==> src/spm_cfg.svh <==
// Purpose: Offsets, field positions, reset values and counts of the serial port
// Assumes: Byte addresses on a 32-bit address bus, registers in low data bits
// Notes: Definitions only
`ifndef SPM_CFG_SVH
`define SPM_CFG_SVH

`define SPM_OFS_STATUS 32'hffff0a00
`define SPM_OFS_RECEIVE 32'hffff0a04
`define SPM_OFS_TRANSMIT 32'hffff0a08
`define SPM_OFS_DIVIDER 32'hffff0a0c
`define SPM_OFS_CONTROL 32'hffff0a10

`define SPM_CTL_EN 0
`define SPM_CTL_MASTER 1
`define SPM_CTL_CPHA 2
`define SPM_CTL_CPOL 3
`define SPM_CTL_LSB 5
`define SPM_CTL_TRIG 6
`define SPM_CTL_UNDREP 7
`define SPM_CTL_OVWR 8
`define SPM_CTL_SSOUT 9
`define SPM_CTL_SOUT 10
`define SPM_CTL_MASK 16'h07ef

`define SPM_ST_BUSY 0
`define SPM_ST_TXIRQ 1
`define SPM_ST_UND 2
`define SPM_ST_RXFULL 3
`define SPM_ST_RXIRQ 4
`define SPM_ST_OVF 5

`define SPM_CTL_RST 16'h0000
`define SPM_STA_RST 8'h00
`define SPM_RX_RST 8'h00
`define SPM_TX_RST 8'h00
`define SPM_DIV_RST 8'h1b

`define SPM_LAST_HALF 4'hf
`define SPM_LAST_BIT 3'h7

`endif

==> src/spm_pkg.sv <==
// Purpose: Types shared by the serial port design
// Assumes: Nothing beyond SystemVerilog
// Notes: Master sequencer states are coded 0, 1 and 3; the return to idle flips two bits
package spm_pkg;
  typedef enum logic [1:0] {
    M_IDLE = 2'h0,
    M_RUN = 2'h1,
    M_END = 2'h3
  } spm_state_type;
endpackage

==> src/spm_port.sv <==
// Purpose: Byte-wide serial port, master or slave, with a simple register port
// Assumes: Serial clock derived from ref_clk_i; pins pass two flip-flops
// Notes: Divider gives a half period of (1 + divider) reference cycles
`timescale 1ns/100ps
`include "spm_cfg.svh"

// Behaviour
// Trigger bit set, master: transmit write starts transfer; interrupt when empty.
// Trigger bit clear, master: receive read starts transfer; interrupt when full.
// Bit-order bit set sends LSB first, clear sends MSB first.
// Polarity bit sets serial clock idle level high, clear sets low.
// Phase bit set pulses clock at bit start, clear at bit end.
// Master bit set drives clock and data out; clear makes a slave.
// Whole port works only while enable bit is set.
// Software writes zero to the reserved control bit four.
// Underflow mode clear and no new byte: zeros are shifted out.
// Overflow flag sets on arrival into unread data; read clears it.
// Receive interrupt flag follows full or overflow; read clears it.
// Receive-full flag sets with valid data; read of receive clears.
// Underflow flag sets when transfer lacks a byte; transmit write clears.
// Transmit interrupt sets when idle or underflow; write or disable clears; a disable while busy keeps it.
// Busy sets on transmit write, holds while shifting, clears when empty.
// Receive register holds last received byte, resets to zero.
// Transmit register write loads the byte to shift out.
// Divider register sets serial clock rate, resets to its default.
// Status register shows transmit and receive state, resets zero.
// Underflow mode set and no new byte: previous byte is resent.
// Master clock is reference clock over two times one plus divider.
// On overflow, overwrite bit keeps new byte, otherwise new byte dropped.
// External master frames slave transfers with active-low select.
// Reset clears flags and abandons any transfer in progress.
module spm_port (
  input wire logic ref_clk_i,
  input wire logic reset_i,
  input wire logic [31:0] addr_i,
  input wire logic [15:0] wdata_i,
  input wire logic wr_i,
  input wire logic rd_i,
  output logic [15:0] rdata_o,
  input wire logic sclk_i,
  output logic sclk_o,
  output logic sclk_oe_o,
  input wire logic mosi_i,
  output logic mosi_o,
  output logic mosi_oe_o,
  input wire logic miso_i,
  output logic miso_o,
  output logic miso_oe_o,
  input wire logic ss_n_i,
  output logic ss_n_o,
  output logic ss_n_oe_o,
  output spm_pkg::spm_state_type state_o
);
  import spm_pkg::*;

  logic [15:0] ctl_r;
  logic [7:0] div_r;
  logic [7:0] tx_data_r;
  logic [7:0] rx_data_r;
  logic [7:0] last_r;
  logic [7:0] tsh_r;
  logic [7:0] rsh_r;
  logic [15:0] rdata_r;
  logic tx_full_r, busy_r, und_r, txirq_r, rx_full_r, ovf_r, rxirq_r;
  logic busy_nxt, und_nxt, txirq_nxt, rx_full_nxt, ovf_nxt;
  logic rd_pend_r;
  spm_state_type state_r;
  logic [3:0] half_r;
  logic [3:0] half_nxt;
  logic [7:0] cnt_r;
  logic tick;
  logic sclk_r, ss_out_r;
  logic [1:0] sclk_s, mosi_s, miso_s, ss_s;
  logic sclk_d_r, ss_d_r;
  logic [2:0] bit_r;
  logic skip_r, reload_r;
  logic en, master, cpha, cpol, lsb, trig;
  logic wr_tx, wr_ctl, wr_div, rd_rx;
  logic m_start, m_done, s_act, s_fall, s_lead, s_trail, s_sample, s_change;
  logic load_ev, deliver, done_ev, serial_in, en_fall;
  logic [7:0] rx_byte;

  assign en = ctl_r[`SPM_CTL_EN];
  assign master = ctl_r[`SPM_CTL_MASTER];
  assign cpha = ctl_r[`SPM_CTL_CPHA];
  assign cpol = ctl_r[`SPM_CTL_CPOL];
  assign lsb = ctl_r[`SPM_CTL_LSB];
  assign trig = ctl_r[`SPM_CTL_TRIG];

  assign wr_tx = wr_i && addr_i == `SPM_OFS_TRANSMIT;
  assign wr_ctl = wr_i && addr_i == `SPM_OFS_CONTROL;
  assign wr_div = wr_i && addr_i == `SPM_OFS_DIVIDER;
  assign rd_rx = rd_i && addr_i == `SPM_OFS_RECEIVE;

  // Pin synchronisers; only stage 1 is read by logic
  always_ff @(posedge ref_clk_i or posedge reset_i) begin
    if (reset_i) begin
      sclk_s <= 2'h0;
      mosi_s <= 2'h0;
      miso_s <= 2'h0;
      ss_s <= 2'h3;
    end else begin
      sclk_s <= {sclk_s[0], sclk_i};
      mosi_s <= {mosi_s[0], mosi_i};
      miso_s <= {miso_s[0], miso_i};
      ss_s <= {ss_s[0], ss_n_i};
    end
  end

  // Control and divider registers
  always_ff @(posedge ref_clk_i or posedge reset_i) begin
    if (reset_i) begin
      ctl_r <= `SPM_CTL_RST;
      div_r <= `SPM_DIV_RST;
    end else begin
      if (wr_ctl) begin
        ctl_r <= wdata_i & `SPM_CTL_MASK;
      end
      if (wr_div) begin
        div_r <= wdata_i[7:0];
      end
    end
  end

  // Half-period enable from the divider
  always_ff @(posedge ref_clk_i or posedge reset_i) begin
    if (reset_i) begin
      cnt_r <= 8'h00;
    end else if (state_r != M_RUN || tick) begin
      cnt_r <= 8'h00;
    end else begin
      cnt_r <= cnt_r + 8'h01;
    end
  end
  assign tick = state_r == M_RUN && cnt_r >= div_r;

  // Master sequencer
  assign m_start = en && master && state_r == M_IDLE && (trig ? tx_full_r : rd_pend_r);
  assign m_done = state_r == M_RUN && tick && half_r == `SPM_LAST_HALF;
  assign half_nxt = half_r + 4'h1;

  always_ff @(posedge ref_clk_i or posedge reset_i) begin
    if (reset_i) begin
      state_r <= M_IDLE;
      half_r <= 4'h0;
    end else if (!en || !master) begin
      state_r <= M_IDLE;
      half_r <= 4'h0;
    end else begin
      case (state_r)
        M_IDLE: begin
          half_r <= 4'h0;
          if (m_start) begin
            state_r <= M_RUN;
          end
        end
        M_RUN: begin
          if (m_done) begin
            state_r <= M_END;
          end else if (tick) begin
            half_r <= half_nxt;
          end
        end
        M_END: begin
          state_r <= M_IDLE;
        end
        default: begin
          state_r <= M_IDLE;
        end
      endcase
    end
  end
  assign state_o = state_r;

  // Clock active in odd halves for phase clear, even halves for phase set
  always_ff @(posedge ref_clk_i or posedge reset_i) begin
    if (reset_i) begin
      sclk_r <= 1'b0;
      ss_out_r <= 1'b1;
    end else if (m_start) begin
      sclk_r <= cpol ^ cpha;
      ss_out_r <= 1'b0;
    end else if (state_r == M_RUN && tick && !m_done) begin
      sclk_r <= cpol ^ (half_nxt[0] ^ cpha);
    end else if (state_r != M_RUN) begin
      sclk_r <= cpol;
      ss_out_r <= 1'b1;
    end
  end

  // Read-triggered start request
  always_ff @(posedge ref_clk_i or posedge reset_i) begin
    if (reset_i) begin
      rd_pend_r <= 1'b0;
    end else if (rd_rx && en && master && !trig) begin
      rd_pend_r <= 1'b1;
    end else if (m_start || !en || trig) begin
      rd_pend_r <= 1'b0;
    end
  end

  // Slave edge detection on synchronised pins
  always_ff @(posedge ref_clk_i or posedge reset_i) begin
    if (reset_i) begin
      sclk_d_r <= 1'b0;
      ss_d_r <= 1'b1;
    end else begin
      sclk_d_r <= sclk_s[1];
      ss_d_r <= ss_s[1];
    end
  end
  assign s_act = en && !master && !ss_s[1];
  assign s_fall = s_act && ss_d_r;
  assign s_lead = s_act && !s_fall && sclk_s[1] != cpol && sclk_d_r == cpol;
  assign s_trail = s_act && !s_fall && sclk_s[1] == cpol && sclk_d_r != cpol;
  assign s_sample = cpha ? s_trail : s_lead;
  assign s_change = cpha ? s_lead : s_trail;

  always_ff @(posedge ref_clk_i or posedge reset_i) begin
    if (reset_i) begin
      bit_r <= 3'h0;
      skip_r <= 1'b0;
      reload_r <= 1'b0;
    end else if (!s_act) begin
      bit_r <= 3'h0;
      skip_r <= 1'b0;
      reload_r <= 1'b0;
    end else if (s_fall) begin
      bit_r <= 3'h0;
      skip_r <= cpha; // First leading edge presents bit 0, no shift
      reload_r <= 1'b0;
    end else begin
      if (s_sample) begin
        bit_r <= bit_r + 3'h1;
        if (bit_r == `SPM_LAST_BIT) begin
          reload_r <= 1'b1;
        end
      end else if (s_change) begin
        skip_r <= 1'b0;
        reload_r <= 1'b0;
      end
    end
  end

  // Shift events shared by both modes
  assign load_ev = m_start || s_fall || (s_change && reload_r);
  assign deliver = m_done || (s_sample && bit_r == `SPM_LAST_BIT);
  assign done_ev = deliver;
  assign serial_in = master ? miso_s[1] : mosi_s[1];
  assign rx_byte = lsb ? {serial_in, rsh_r[7:1]} : {rsh_r[6:0], serial_in};

  // Transmit shifter and held byte
  always_ff @(posedge ref_clk_i or posedge reset_i) begin
    if (reset_i) begin
      tsh_r <= `SPM_TX_RST;
      last_r <= `SPM_TX_RST;
    end else if (load_ev) begin
      if (tx_full_r) begin
        tsh_r <= tx_data_r;
        last_r <= tx_data_r;
      end else if (ctl_r[`SPM_CTL_UNDREP]) begin
        tsh_r <= last_r;
      end else begin
        tsh_r <= 8'h00;
      end
    end else if ((state_r == M_RUN && tick && !m_done && !half_nxt[0]) ||
                 (s_change && !skip_r)) begin
      tsh_r <= lsb ? {1'b0, tsh_r[7:1]} : {tsh_r[6:0], 1'b0};
    end
  end

  // Receive shifter samples on the capture edge
  always_ff @(posedge ref_clk_i or posedge reset_i) begin
    if (reset_i) begin
      rsh_r <= 8'h00;
    end else if (s_sample || (state_r == M_RUN && tick && !m_done && half_nxt[0])) begin
      rsh_r <= rx_byte;
    end
  end

  // Master samples entering half 15, so the last bit is already in
  always_ff @(posedge ref_clk_i or posedge reset_i) begin
    if (reset_i) begin
      tx_data_r <= `SPM_TX_RST;
      rx_data_r <= `SPM_RX_RST;
    end else begin
      if (wr_tx) begin
        tx_data_r <= wdata_i[7:0];
      end
      if (deliver && (!rx_full_r || rd_rx || ctl_r[`SPM_CTL_OVWR])) begin
        rx_data_r <= master ? rsh_r : rx_byte;
      end
    end
  end

  // Next status; a hardware set wins over a clearing access, but a disable blocks the transmit interrupt set
  always_comb begin
    // A byte left waiting keeps busy up while disabled; an aborted one does not
    busy_nxt = wr_tx || (busy_r && !(done_ev && !tx_full_r) && (en || tx_full_r));
    und_nxt = (load_ev && !tx_full_r) || (und_r && !wr_tx);
    txirq_nxt = (en && !en_fall && (!busy_nxt || und_nxt)) ||
                (txirq_r && !wr_tx && !(en_fall && !busy_r));
    rx_full_nxt = deliver || (rx_full_r && !rd_rx);
    ovf_nxt = (deliver && rx_full_r && !rd_rx) || (ovf_r && !rd_rx);
  end
  assign en_fall = wr_ctl && en && !wdata_i[`SPM_CTL_EN];

  always_ff @(posedge ref_clk_i or posedge reset_i) begin
    if (reset_i) begin
      tx_full_r <= 1'b0;
      busy_r <= 1'b0;
      und_r <= 1'b0;
      txirq_r <= 1'b0;
      rx_full_r <= 1'b0;
      ovf_r <= 1'b0;
      rxirq_r <= 1'b0;
    end else begin
      tx_full_r <= wr_tx || (tx_full_r && !load_ev);
      busy_r <= busy_nxt;
      und_r <= und_nxt;
      txirq_r <= txirq_nxt;
      rx_full_r <= rx_full_nxt;
      ovf_r <= ovf_nxt;
      rxirq_r <= rx_full_nxt || ovf_nxt;
    end
  end

  // Register read port, data one cycle after the strobe
  always_ff @(posedge ref_clk_i or posedge reset_i) begin
    if (reset_i) begin
      rdata_r <= 16'h0000;
    end else if (rd_i) begin
      case (addr_i)
        `SPM_OFS_STATUS: rdata_r <= {10'h000, ovf_r, rxirq_r, rx_full_r, und_r, txirq_r,
                                     busy_r};
        `SPM_OFS_RECEIVE: rdata_r <= {8'h00, rx_data_r};
        `SPM_OFS_DIVIDER: rdata_r <= {8'h00, div_r};
        `SPM_OFS_CONTROL: rdata_r <= ctl_r;
        default: rdata_r <= 16'h0000;
      endcase
    end else begin
      rdata_r <= 16'h0000;
    end
  end
  assign rdata_o = rdata_r;

  // Pin drive; master reads miso two cycles late, so divider 2 is the least that works
  assign sclk_o = sclk_r;
  assign sclk_oe_o = en && master;
  assign mosi_o = lsb ? tsh_r[0] : tsh_r[7];
  assign mosi_oe_o = en && master;
  assign miso_o = lsb ? tsh_r[0] : tsh_r[7];
  assign miso_oe_o = s_act && ctl_r[`SPM_CTL_SOUT];
  assign ss_n_o = ss_out_r;
  assign ss_n_oe_o = en && master && ctl_r[`SPM_CTL_SSOUT];
endmodule

==> config.mk <==
export PLATFORM = sky130hd
export DESIGN_NAME = spm_port
export DESIGN_NICKNAME = d
export VERILOG_FILES = /design/src/spm_pkg.sv /design/src/spm_port.sv
export VERILOG_INCLUDE_DIRS = /design/src
export SDC_FILE = /design/constraint.sdc
export NUM_CORES = 1
export LEC_CHECK = 0
export BUFFER_PORTS_ARGS = -buffer_cell sky130_fd_sc_hd__buf_2
export CAP_MARGIN = 20
export CORE_UTILIZATION = 48
export CTS_BUF_LIST = sky130_fd_sc_hd__clkbuf_2
export DETAILED_ROUTE_END_ITERATION = 8
export HOLD_SLACK_MARGIN = 0.1
export PLACE_DENSITY = 0.76
export SYNTH_ARGS = -nofsm -noshare
export SYNTH_HDL_FRONTEND = slang
export SYNTH_SLANG_ARGS = --single-unit
==> constraint.sdc <==
create_clock -name ref_clk_i -period 4.09 [get_ports ref_clk_i]
set_input_delay 0.409 -clock ref_clk_i [delete_from_list [all_inputs] [get_ports ref_clk_i]]
set_output_delay 0.409 -clock ref_clk_i [all_outputs]
set_load 0.01 [all_outputs]
==> results of run 1 <==
-- layer usage --
layer / wire length (um) / track usage [%] / vias to the layer above
met1: 5050 / 27.2 / 1956
met5: 0 / 0 / -
li1: - / - / 1867
met2: 5580 / 35.7 / 152
met3: 802 / 6.48 / 18
met4: 227 / 6.07 / 0
-- worst min-delay path, stage by stage --
cell     delay [ns]
buf_2          0.18
a31oi_1        0.15
nor3_1         0.05
-- worst paths after layout --
| kind | start | end | slack (ns) | cells past startpoint |
|---|---|---|---|---|
| hold / removal | addr_i[3] | rdata_o[4] | 0.17 | 3 |
| max in group asynchronous | reset_i | ss_n_o | 2.86 | 5 |
| setup / recovery | div_r[1] | rx_data_r[5] | 1.15 | 9 |
| setup reg to reg | div_r[1] | rx_data_r[5] | 1.15 | 9 |
| min in group asynchronous | reset_i | rsh_r[2] | 0.23 | 3 |
| hold reg to reg | ss_s[0] | ss_s[1] | 0.38 | 0 |
-- per-stage QoR --
step	power, mW	cells	instance area (sq um)	setup slack [ns]
floorplan	1.13	480	5340	0.849
global placement	1.17	671	5770	1.28
detailed placement	1.17	671	5770	1.22
CTS	1.68	705	6070	1.15
global route	1.74	706	6100	1.00
finish	1.66	706	6100	1.15
-- report_power, final --
part	internal [mW]	switching (mW)	leakage (nW)
clock	0.144	0.351	0.0699
sequential	1.08	0.00314	1.42
combinational	0.0408	0.0491	1.43
-- kinds of logic after synthesis --
kind of cell,Yosys count
buffers and inverters,52
adder cells (fa/ha/maj),12
AO/OA/AOI/OAI,91
flip-flops,108
XOR/XNOR,8
other,1
AND/OR/NAND/NOR,133
multiplexers,71
-- cells in the final DEF, fill, tap and decap left out, types with 3 or more instances in the layout --
cell type | Yosys | final
dlygate4sd3_1 | 0 | 18
nor2b_1 | 13 | 13
a21oi_1 | 17 | 17
conb_1 | 1 | 5
nor3b_1 | 4 | 4
a22oi_1 | 12 | 12
ha_1 | 12 | 12
xor2_1 | 5 | 5
buf_2 | 3 | 71
nand3_1 | 8 | 8
nor4_1 | 3 | 3
or2_2 | 3 | 3
mux2i_1 | 18 | 18
dfrtp_1 | 100 | 100
nand2b_1 | 4 | 4
a222oi_1 | 5 | 5
o21ai_0 | 15 | 15
dfstp_2 | 8 | 8
a211oi_1 | 14 | 14
inv_1 | 27 | 26
clkbuf_2 | 1 | 10
and3_1 | 8 | 8
nand2_1 | 30 | 30
a31oi_1 | 5 | 5
mux2_2 | 52 | 52
nor3_1 | 8 | 8
nor2_1 | 34 | 34
buf_4 | 11 | 5
a21o_1 | 6 | 6
-- cell type report --
cell class / instances / area [sq um]
fill: 923 / 4740
timing repair buffer: 95 / 601
tap: 140 / 175
inverter: 27 / 104
clock buffer: 10 / 50.0
multi-input combinational: 320 / 2390
clock inverter: 6 / 63.8
sequential: 108 / 2710
-- repair_timing --
| action | 4_1_cts | 5_1_grt |
|---|---|---|
| hold endpoints to repair | 118 | 0 |
| setup endpoints to repair | 0 | 0 |
| hold buffers | 18 | 0 |
==> flow_summary.toml, run 1 <==
[sta]
min_period_over_period_pct = 71.9
setup_violations = 0
fin_hold_ws_ns = 0.172
fmax_ghz = 0.340
max_slew_margin_pct = 42.7
rsz0062_at_grt = "false"
final.setup.tns_ns = 0
worst_pin_slew_ns = 0.854
clock_skew_ns = 0.0265
finalMaxSlewViolations = 0
fin_crit_ns = 2.94
finalHoldViolCount = 0

[final_layout]
nNetsFinal = 629
area_growth_pct = 14.4
fin_util_pct = 56.2
diodes = 0
drive_gt1_share_pct = 29.7
largest_register_ffs = 11

[die]
die-width_um = 107
io_pins = 82
start_util_pct = 49.2
core_sq_um = 10800
fp.dieH_um = 107
rows = 38
die_area_sq_um = 11500

[synth]
synth_area_sq_um = 5330
synth_top_family_by_area = "multiplexers"
synth_area_leaders = "dfrtp_1 47%, mux2_2 11%, dfstp_2 3.9%"
yosysWarnings = 0
synth_xor_area_share_pct = 1.67
async_reset_ff_share_pct = 100
synthAdderAreaFrac_pct = 2.82
synthFlopType = "dfrtp_1"
yosysSeqAreaShare_pct = 50.9
ys_ff_latch = 108
avgSynthCellArea_sq_um = 11.2
synth-edff-count = 0
synth_compound_area_share_pct = 12.0
synth_cell_types = 59
synthMuxAreaShare_pct = 14.7
synth_largest_area_cell = "dfrtp_1"
synthMostInstantiatedCell = "dfrtp_1"
netlist_instances = 476
yosys.area_share.simple_pct = 13.4
synth_top_area_share_pct = 47.0
synth_common_cells = "100 x dfrtp_1, 52 x mux2_2, 34 x nor2_1, 30 x nand2_1, 27 x inv_1"

[clock_tree]
cts_tree = "built"
cts_resized = 0
cts_setup_buffers = 0
path_clk_slew_ns = 0.28
htree_levels = 3
clock-sinks = 108
clk_path_buf_depth = 2
worstSkewPairLatency_ns = 0.62
cts_made_buffers = 9
root_buffer = "clkbuf_2"

[worst_setup_path]
crit_family = "compound AO/OA/AOI/OAI gates"
cp_cell_sequence = "inv_1, ha_1, nor2b_1, o211ai_1, a311o_1, a211o_1, and2_4, a31oi_4, mux2_2"
cp_slowest_cell = "dfstp_2"
cp_data_arrival_time_ns = 3.46
end_kind = "flip-flop"
cp.required_ns = 4.61
path_buf_inv = 1
max_stage_delay_ns = 0.62
crit_type = "flip-flop to flip-flop"
start_kind = "flip-flop"
path_max_fanout = 8

[power]
pwr_density_cell_nw_per_um2 = 273
peakVddDrop_v = 0.000220
p_leak_nw = 2.92

[routing]
viasPerCell = 5.66
drt_iter0_drc = 269
remaining_drc_errors = 0
drt_first_pass_iters = 5
ant_nets = 0
routedWlPerCell_um = 16.5
via_count = 3993
drt_wl_total_um = 11700

[placement]
io_buffers = 71
place_congestion = 0.828
post-dp-hpwl_um = 8260

[global_route]
grt_pass1_vias = 3882
grt_max_degree = 89
grt_use_total_pct = 21.5
antenna_found_initial = 0
grt_overflow_total = 0
grt_first_pass_wirelength_um = 18900

[run]
drv_cap = 0

[hold_path]
hold_class = "input pin to flip-flop"

[run_status]
status = "finished, final reports clean"
Note: power is estimated with default switching activity, not from simulation.
==> run 2: changes to the inputs <==
Clock period 4.09 ns to 3 ns, I/O delays scaled along.
==> run 2 against run 1 <==
Wire length is 0.62% lower. Flip-flop and latch count did not move. First-iteration DRC count is 2.2% lower. Utilization is 0.39 points higher. Maximum frequency rose by 6.3%. Register-to-register slack got worse by 0.91 ns. Critical path depth is the same. Final cell count is 0.85% higher. Combinational power grew 35%. Sequential power rose by 36%. Largest cell class unchanged. Highest routed layer unchanged.
==> flow_summary.toml, run 2 (synthesis gave the netlist of run 1 again) <==
[run_status]
status = "finished, final reports clean"

[power]
pwr_density_cell_nw_per_um2 = 370
seqPwrFrac_pct = 64.9
switchingPower_uw = 548
p_comb_share_pct = 5.3
peakVddDrop_v = 0.000262
switching_share_pct = 24.2
clock_power_share_pct = 29.7
p_int_mw = 1.72
p_leak_nw = 2.94

[worst_setup_path]
cp_data_arrival_time_ns = 3.28
max_stage_delay_ns = 0.61
cp_cell_sequence = "inv_1, ha_1, and3_1, o21ai_1, a311o_1, a211o_1, and2_4, a31oi_4, mux2_2"
path_buf_inv = 1
r2r_slack_ns = 0.24
crit_family = "compound AO/OA/AOI/OAI gates"
cp.required_ns = 3.51
start_kind = "flip-flop"
path_max_fanout = 6
crit_type = "flip-flop to flip-flop"
reg2reg_depth = 9
cp_slowest_cell = "dfstp_2"
end_kind = "flip-flop"
r2r-start = "div_r[1]"
regToRegEndpoint = "rx_data_r[6]"

[die]
start_util_pct = 49.2
die-width_um = 107
io_pins = 82
fp.dieH_um = 107
rows = 38
die_area_sq_um = 11500
core_sq_um = 10800

[final_layout]
multi_input_comb_area_sq_um = 2390
diodes = 0
layout_common_cells = "100 x dfrtp_1, 71 x buf_2, 52 x mux2_2, 34 x nor2_1, 30 x nand2_1"
final_area_sq_um = 6140
nNetsFinal = 635
drive_gt1_share_pct = 29.9
area_growth_pct = 15.2
regArea_sq_um = 2710
largest_register_ffs = 11
fill_cells = 912
final_cells = 712
layout_commonest_cell = "dfrtp_1"
fin_util_pct = 56.6

[sta]
final.setup.tns_ns = 0
setup_ws_ns = 0.235
finalHoldViolCount = 0
rsz0062_at_grt = "false"
finalMaxSlewViolations = 0
min_period_over_period_pct = 92.2
fmax_ghz = 0.362
setup_violations = 0
max_slew_margin_pct = 42.7
fin_crit_ns = 2.76
clock_skew_ns = 0.0228
worst_pin_slew_ns = 0.858

[hold_path]
min_to = "div_r[2]"
hold_depth = 3
hold_class = "input pin to flip-flop"
hp-start = "wr_i"

[global_route]
antenna_found_initial = 0
grt_pass1_vias = 3990
grt_overflow_total = 0
grt_first_pass_wirelength_um = 19000
grt_max_degree = 71
grt_use_total_pct = 21.5

[clock_tree]
cts_tree = "built"
clk_path_buf_depth = 2
htree_levels = 3
path_clk_slew_ns = 0.26
clock-sinks = 108
worstSkewPairLatency_ns = 0.59
root_buffer = "clkbuf_2"
cts_made_buffers = 9

[routing]
drt_wl_total_um = 11600
drt_iter0_drc = 263
via_count = 3978
drt_first_pass_iters = 6
remaining_drc_errors = 0
ant_nets = 0
routedWlPerCell_um = 16.3
viasPerCell = 5.59

[placement]
post-place-ws_ns = 0.240
io_buffers = 71
place_congestion = 0.863
post-dp-hpwl_um = 8320
dp_cells = 676
placed_area_sq_um = 5830

[run]
drv_cap = 0
==> run 2: through the flow <==
stage	hold slack [ns]	power (mW)
6_report	0.229	2.27
3_3_place_gp	0.334	1.60
5_1_grt	0.147	2.36
2_1_floorplan	0.304	1.55
3_5_place_dp	0.335	1.60
4_1_cts	0.150	2.30
==> run 2: how the worst max path moves through the flow <==
stage | from | to | slack (ns) | cells after the start
floorplan | div_r[1] | rx_data_r[0] | 0.36 | 9
global placement | div_r[1] | rx_data_r[5] | 0.31 | 9
detailed placement | div_r[1] | rx_data_r[0] | 0.24 | 9
CTS | div_r[1] | rx_data_r[0] | 0.22 | 9
global route | div_r[1] | rx_data_r[0] | 0.08 | 9
finish | div_r[1] | rx_data_r[6] | 0.24 | 9
==> run 2: worst min-delay path, cell delays in order <==
cell     delay, ns
buf_2         0.14
nand2_2       0.18
mux2_2        0.19
==> run 2: final cells by class <==
cell class              count  area share, %
flip-flops and latches    108           44.2
multi-input cells         320           38.9
repair buffers            101           10.5
well taps                 140           2.85
inverters                  27           1.71
clock inverters             6           1.02
clock buffers              10          0.815
==> run 2: power by group through the flow <==
stage | Clock (mW) | Sequential, mW | Combinational [mW]
floorplan | 0 | 1.49 | 0.0517
global placement | 0 | 1.50 | 0.0995
detailed placement | 0 | 1.50 | 0.103
CTS | 0.704 | 1.47 | 0.123
global route | 0.754 | 1.48 | 0.135
finish | 0.674 | 1.47 | 0.121
==> run 2: layer usage <==
| layer | vias to the layer above | routed length, um | global-route usage [%] |
|---|---|---|---|
| li1 | 1870 | - | - |
| met1 | 1946 | 5000 | 27.2 |
| met2 | 144 | 5530 | 35.7 |
| met3 | 18 | 861 | 5.75 |
| met4 | 0 | 197 | 6.95 |
| met5 | - | 0 | 0 |
==> run 2: timing repair <==
item / in CTS / in global routing
setup buffers: 0 / 0
gates resized for setup: 0 / 0
hold buffers: 20 / 0
endpoints found under the hold margin: 71 / 0
==> run 3: changes to the inputs <==
Settings changed: CORE_UTILIZATION 48 to 59, PLACE_DENSITY 0.76 to 0.89.
==> run 3 against run 2 <==
Clock power down 15%. Worst setup slack worse by 0.031 ns. Die area down 18%. Register-to-register slack worse by 0.03 ns. Clock skew down 0.0033 ns. Final cell count down 4.8%. Clock-buffer cell count down 1. Non-clock buffer count down 2. Sequential share of layout area up 0.59 points. Critical path type unchanged.
==> flow_summary.toml, run 3 (synthesis gave the netlist of run 1 again) <==
[run_status]
status = "finished, final reports clean"

[clock_tree]
clk_path_buf_depth = 2
htree_levels = 3
root_buffer = "clkbuf_2"
cts_made_buffers = 9
clock-sinks = 108
cts_tree = "built"
cts_setup_buffers = 0
holdBufCountCts = 19
cts_resized = 0
path_clk_slew_ns = 0.28
worstSkewPairLatency_ns = 0.58

[worst_setup_path]
start_kind = "flip-flop"
cp.required_ns = 3.51
end_kind = "flip-flop"
crit_type = "flip-flop to flip-flop"
cp_data_arrival_time_ns = 3.31
path_max_fanout = 6

[sta]
final.setup.tns_ns = 0
finalMaxSlewViolations = 0
max_slew_margin_pct = 45.3
min_period_over_period_pct = 93.2
fin_hold_ws_ns = 0.145
fmax_ghz = 0.358
worst_pin_slew_ns = 0.821
clock_skew_ns = 0.0195
fin_crit_ns = 2.80
finalHoldViolCount = 0
setup_ws_ns = 0.205
rsz0062_at_grt = "false"
setup_violations = 0

[routing]
highest_layer = "met4"
wl_met1_um = 4990
viasPerCell = 5.98
wl_met3_um = 622
ant_nets = 0
routedWlPerCell_um = 17.2
drt_wl_total_um = 11700
remaining_drc_errors = 0
wl_met2_um = 5880
drt_first_pass_iters = 5
drt_iter0_drc = 279
via_count = 4054

[placement]
post-place-ws_ns = 0.262
placed_area_sq_um = 5780
post-dp-hpwl_um = 8400
place_congestion = 0.909
io_buffers = 71
dp_cells = 643

[hold_path]
hold_class = "input pin to flip-flop"

[global_route]
grt_pass1_vias = 4038
grt_first_pass_wirelength_um = 19400
antenna_found_initial = 0
grt_use_total_pct = 25.9
grt_overflow_total = 0
grt_max_degree = 109

[power]
pwr_density_cell_nw_per_um2 = 358
peakVddDrop_v = 0.000235
fin_total_pwr_mw = 2.17
p_leak_nw = 2.91

[die]
io_pins = 82
rows = 34
fp.dieH_um = 97.0
start_util_pct = 61.1
die-width_um = 97.0
core_sq_um = 8720
die_area_sq_um = 9420

[final_layout]
final_area_sq_um = 6060
fin_util_pct = 69.5
final_cells = 678
nNetsFinal = 633
drive_gt1_share_pct = 30.0
diodes = 0
area_growth_pct = 13.7
layout_commonest_cell = "dfrtp_1"
layout_common_cells = "100 x dfrtp_1, 71 x buf_2, 52 x mux2_2, 34 x nor2_1, 30 x nand2_1"
largest_register_ffs = 11

[run]
drv_cap = 0
run 3: per-layer routing:
metal,track usage [%],vias to the layer above
li1,-,1869
met3,3.90,17
met2,44.5,145
met4,8.04,0
met1,34.0,2023
met5,0,-
run 3: final timing paths:
check | from | slack (ns) | to | cells past startpoint
setup / recovery | div_r[1] | 0.20 | rx_data_r[3] | 10
hold reg to reg | ss_s[0] | 0.38 | ss_s[1] | 0
hold / removal | addr_i[3] | 0.15 | rdata_o[7] | 3
min in group asynchronous | reset_i | 0.39 | rsh_r[4] | 4
max in group asynchronous | reset_i | 2.21 | state_o[0] | 4
setup reg to reg | div_r[1] | 0.20 | rx_data_r[3] | 10
run 3: cell type report:
| class | instances | area [sq um] |
|---|---|---|
| Tap cell | 108 | 135 |
| Clock inverter | 7 | 43.8 |
| Fill cell | 623 | 2660 |
| Inverter | 27 | 105 |
| Multi-Input combinational cell | 320 | 2390 |
| Clock buffer | 9 | 45.0 |
| Timing Repair Buffer | 99 | 626 |
| Sequential cell | 108 | 2710 |
run 3: worst max-delay path, stage by stage, from the launching register on:
cell and delay (ns):
dfstp_2 0.61, inv_1 0.05, ha_1 0.27, nor2b_1 0.14
o211ai_1 0.10, a311o_1 0.37, a211o_1 0.33, and2_4 0.17
a31oi_4 0.27, buf_4 0.20, mux2i_1 0.21
run 3: where the power goes:
part | switching, mW | total, mW | internal (mW)
Sequential | 0.00402 | 1.47 | 1.47
Clock | 0.475 | 0.576 | 0.101
Combinational | 0.0649 | 0.119 | 0.0537
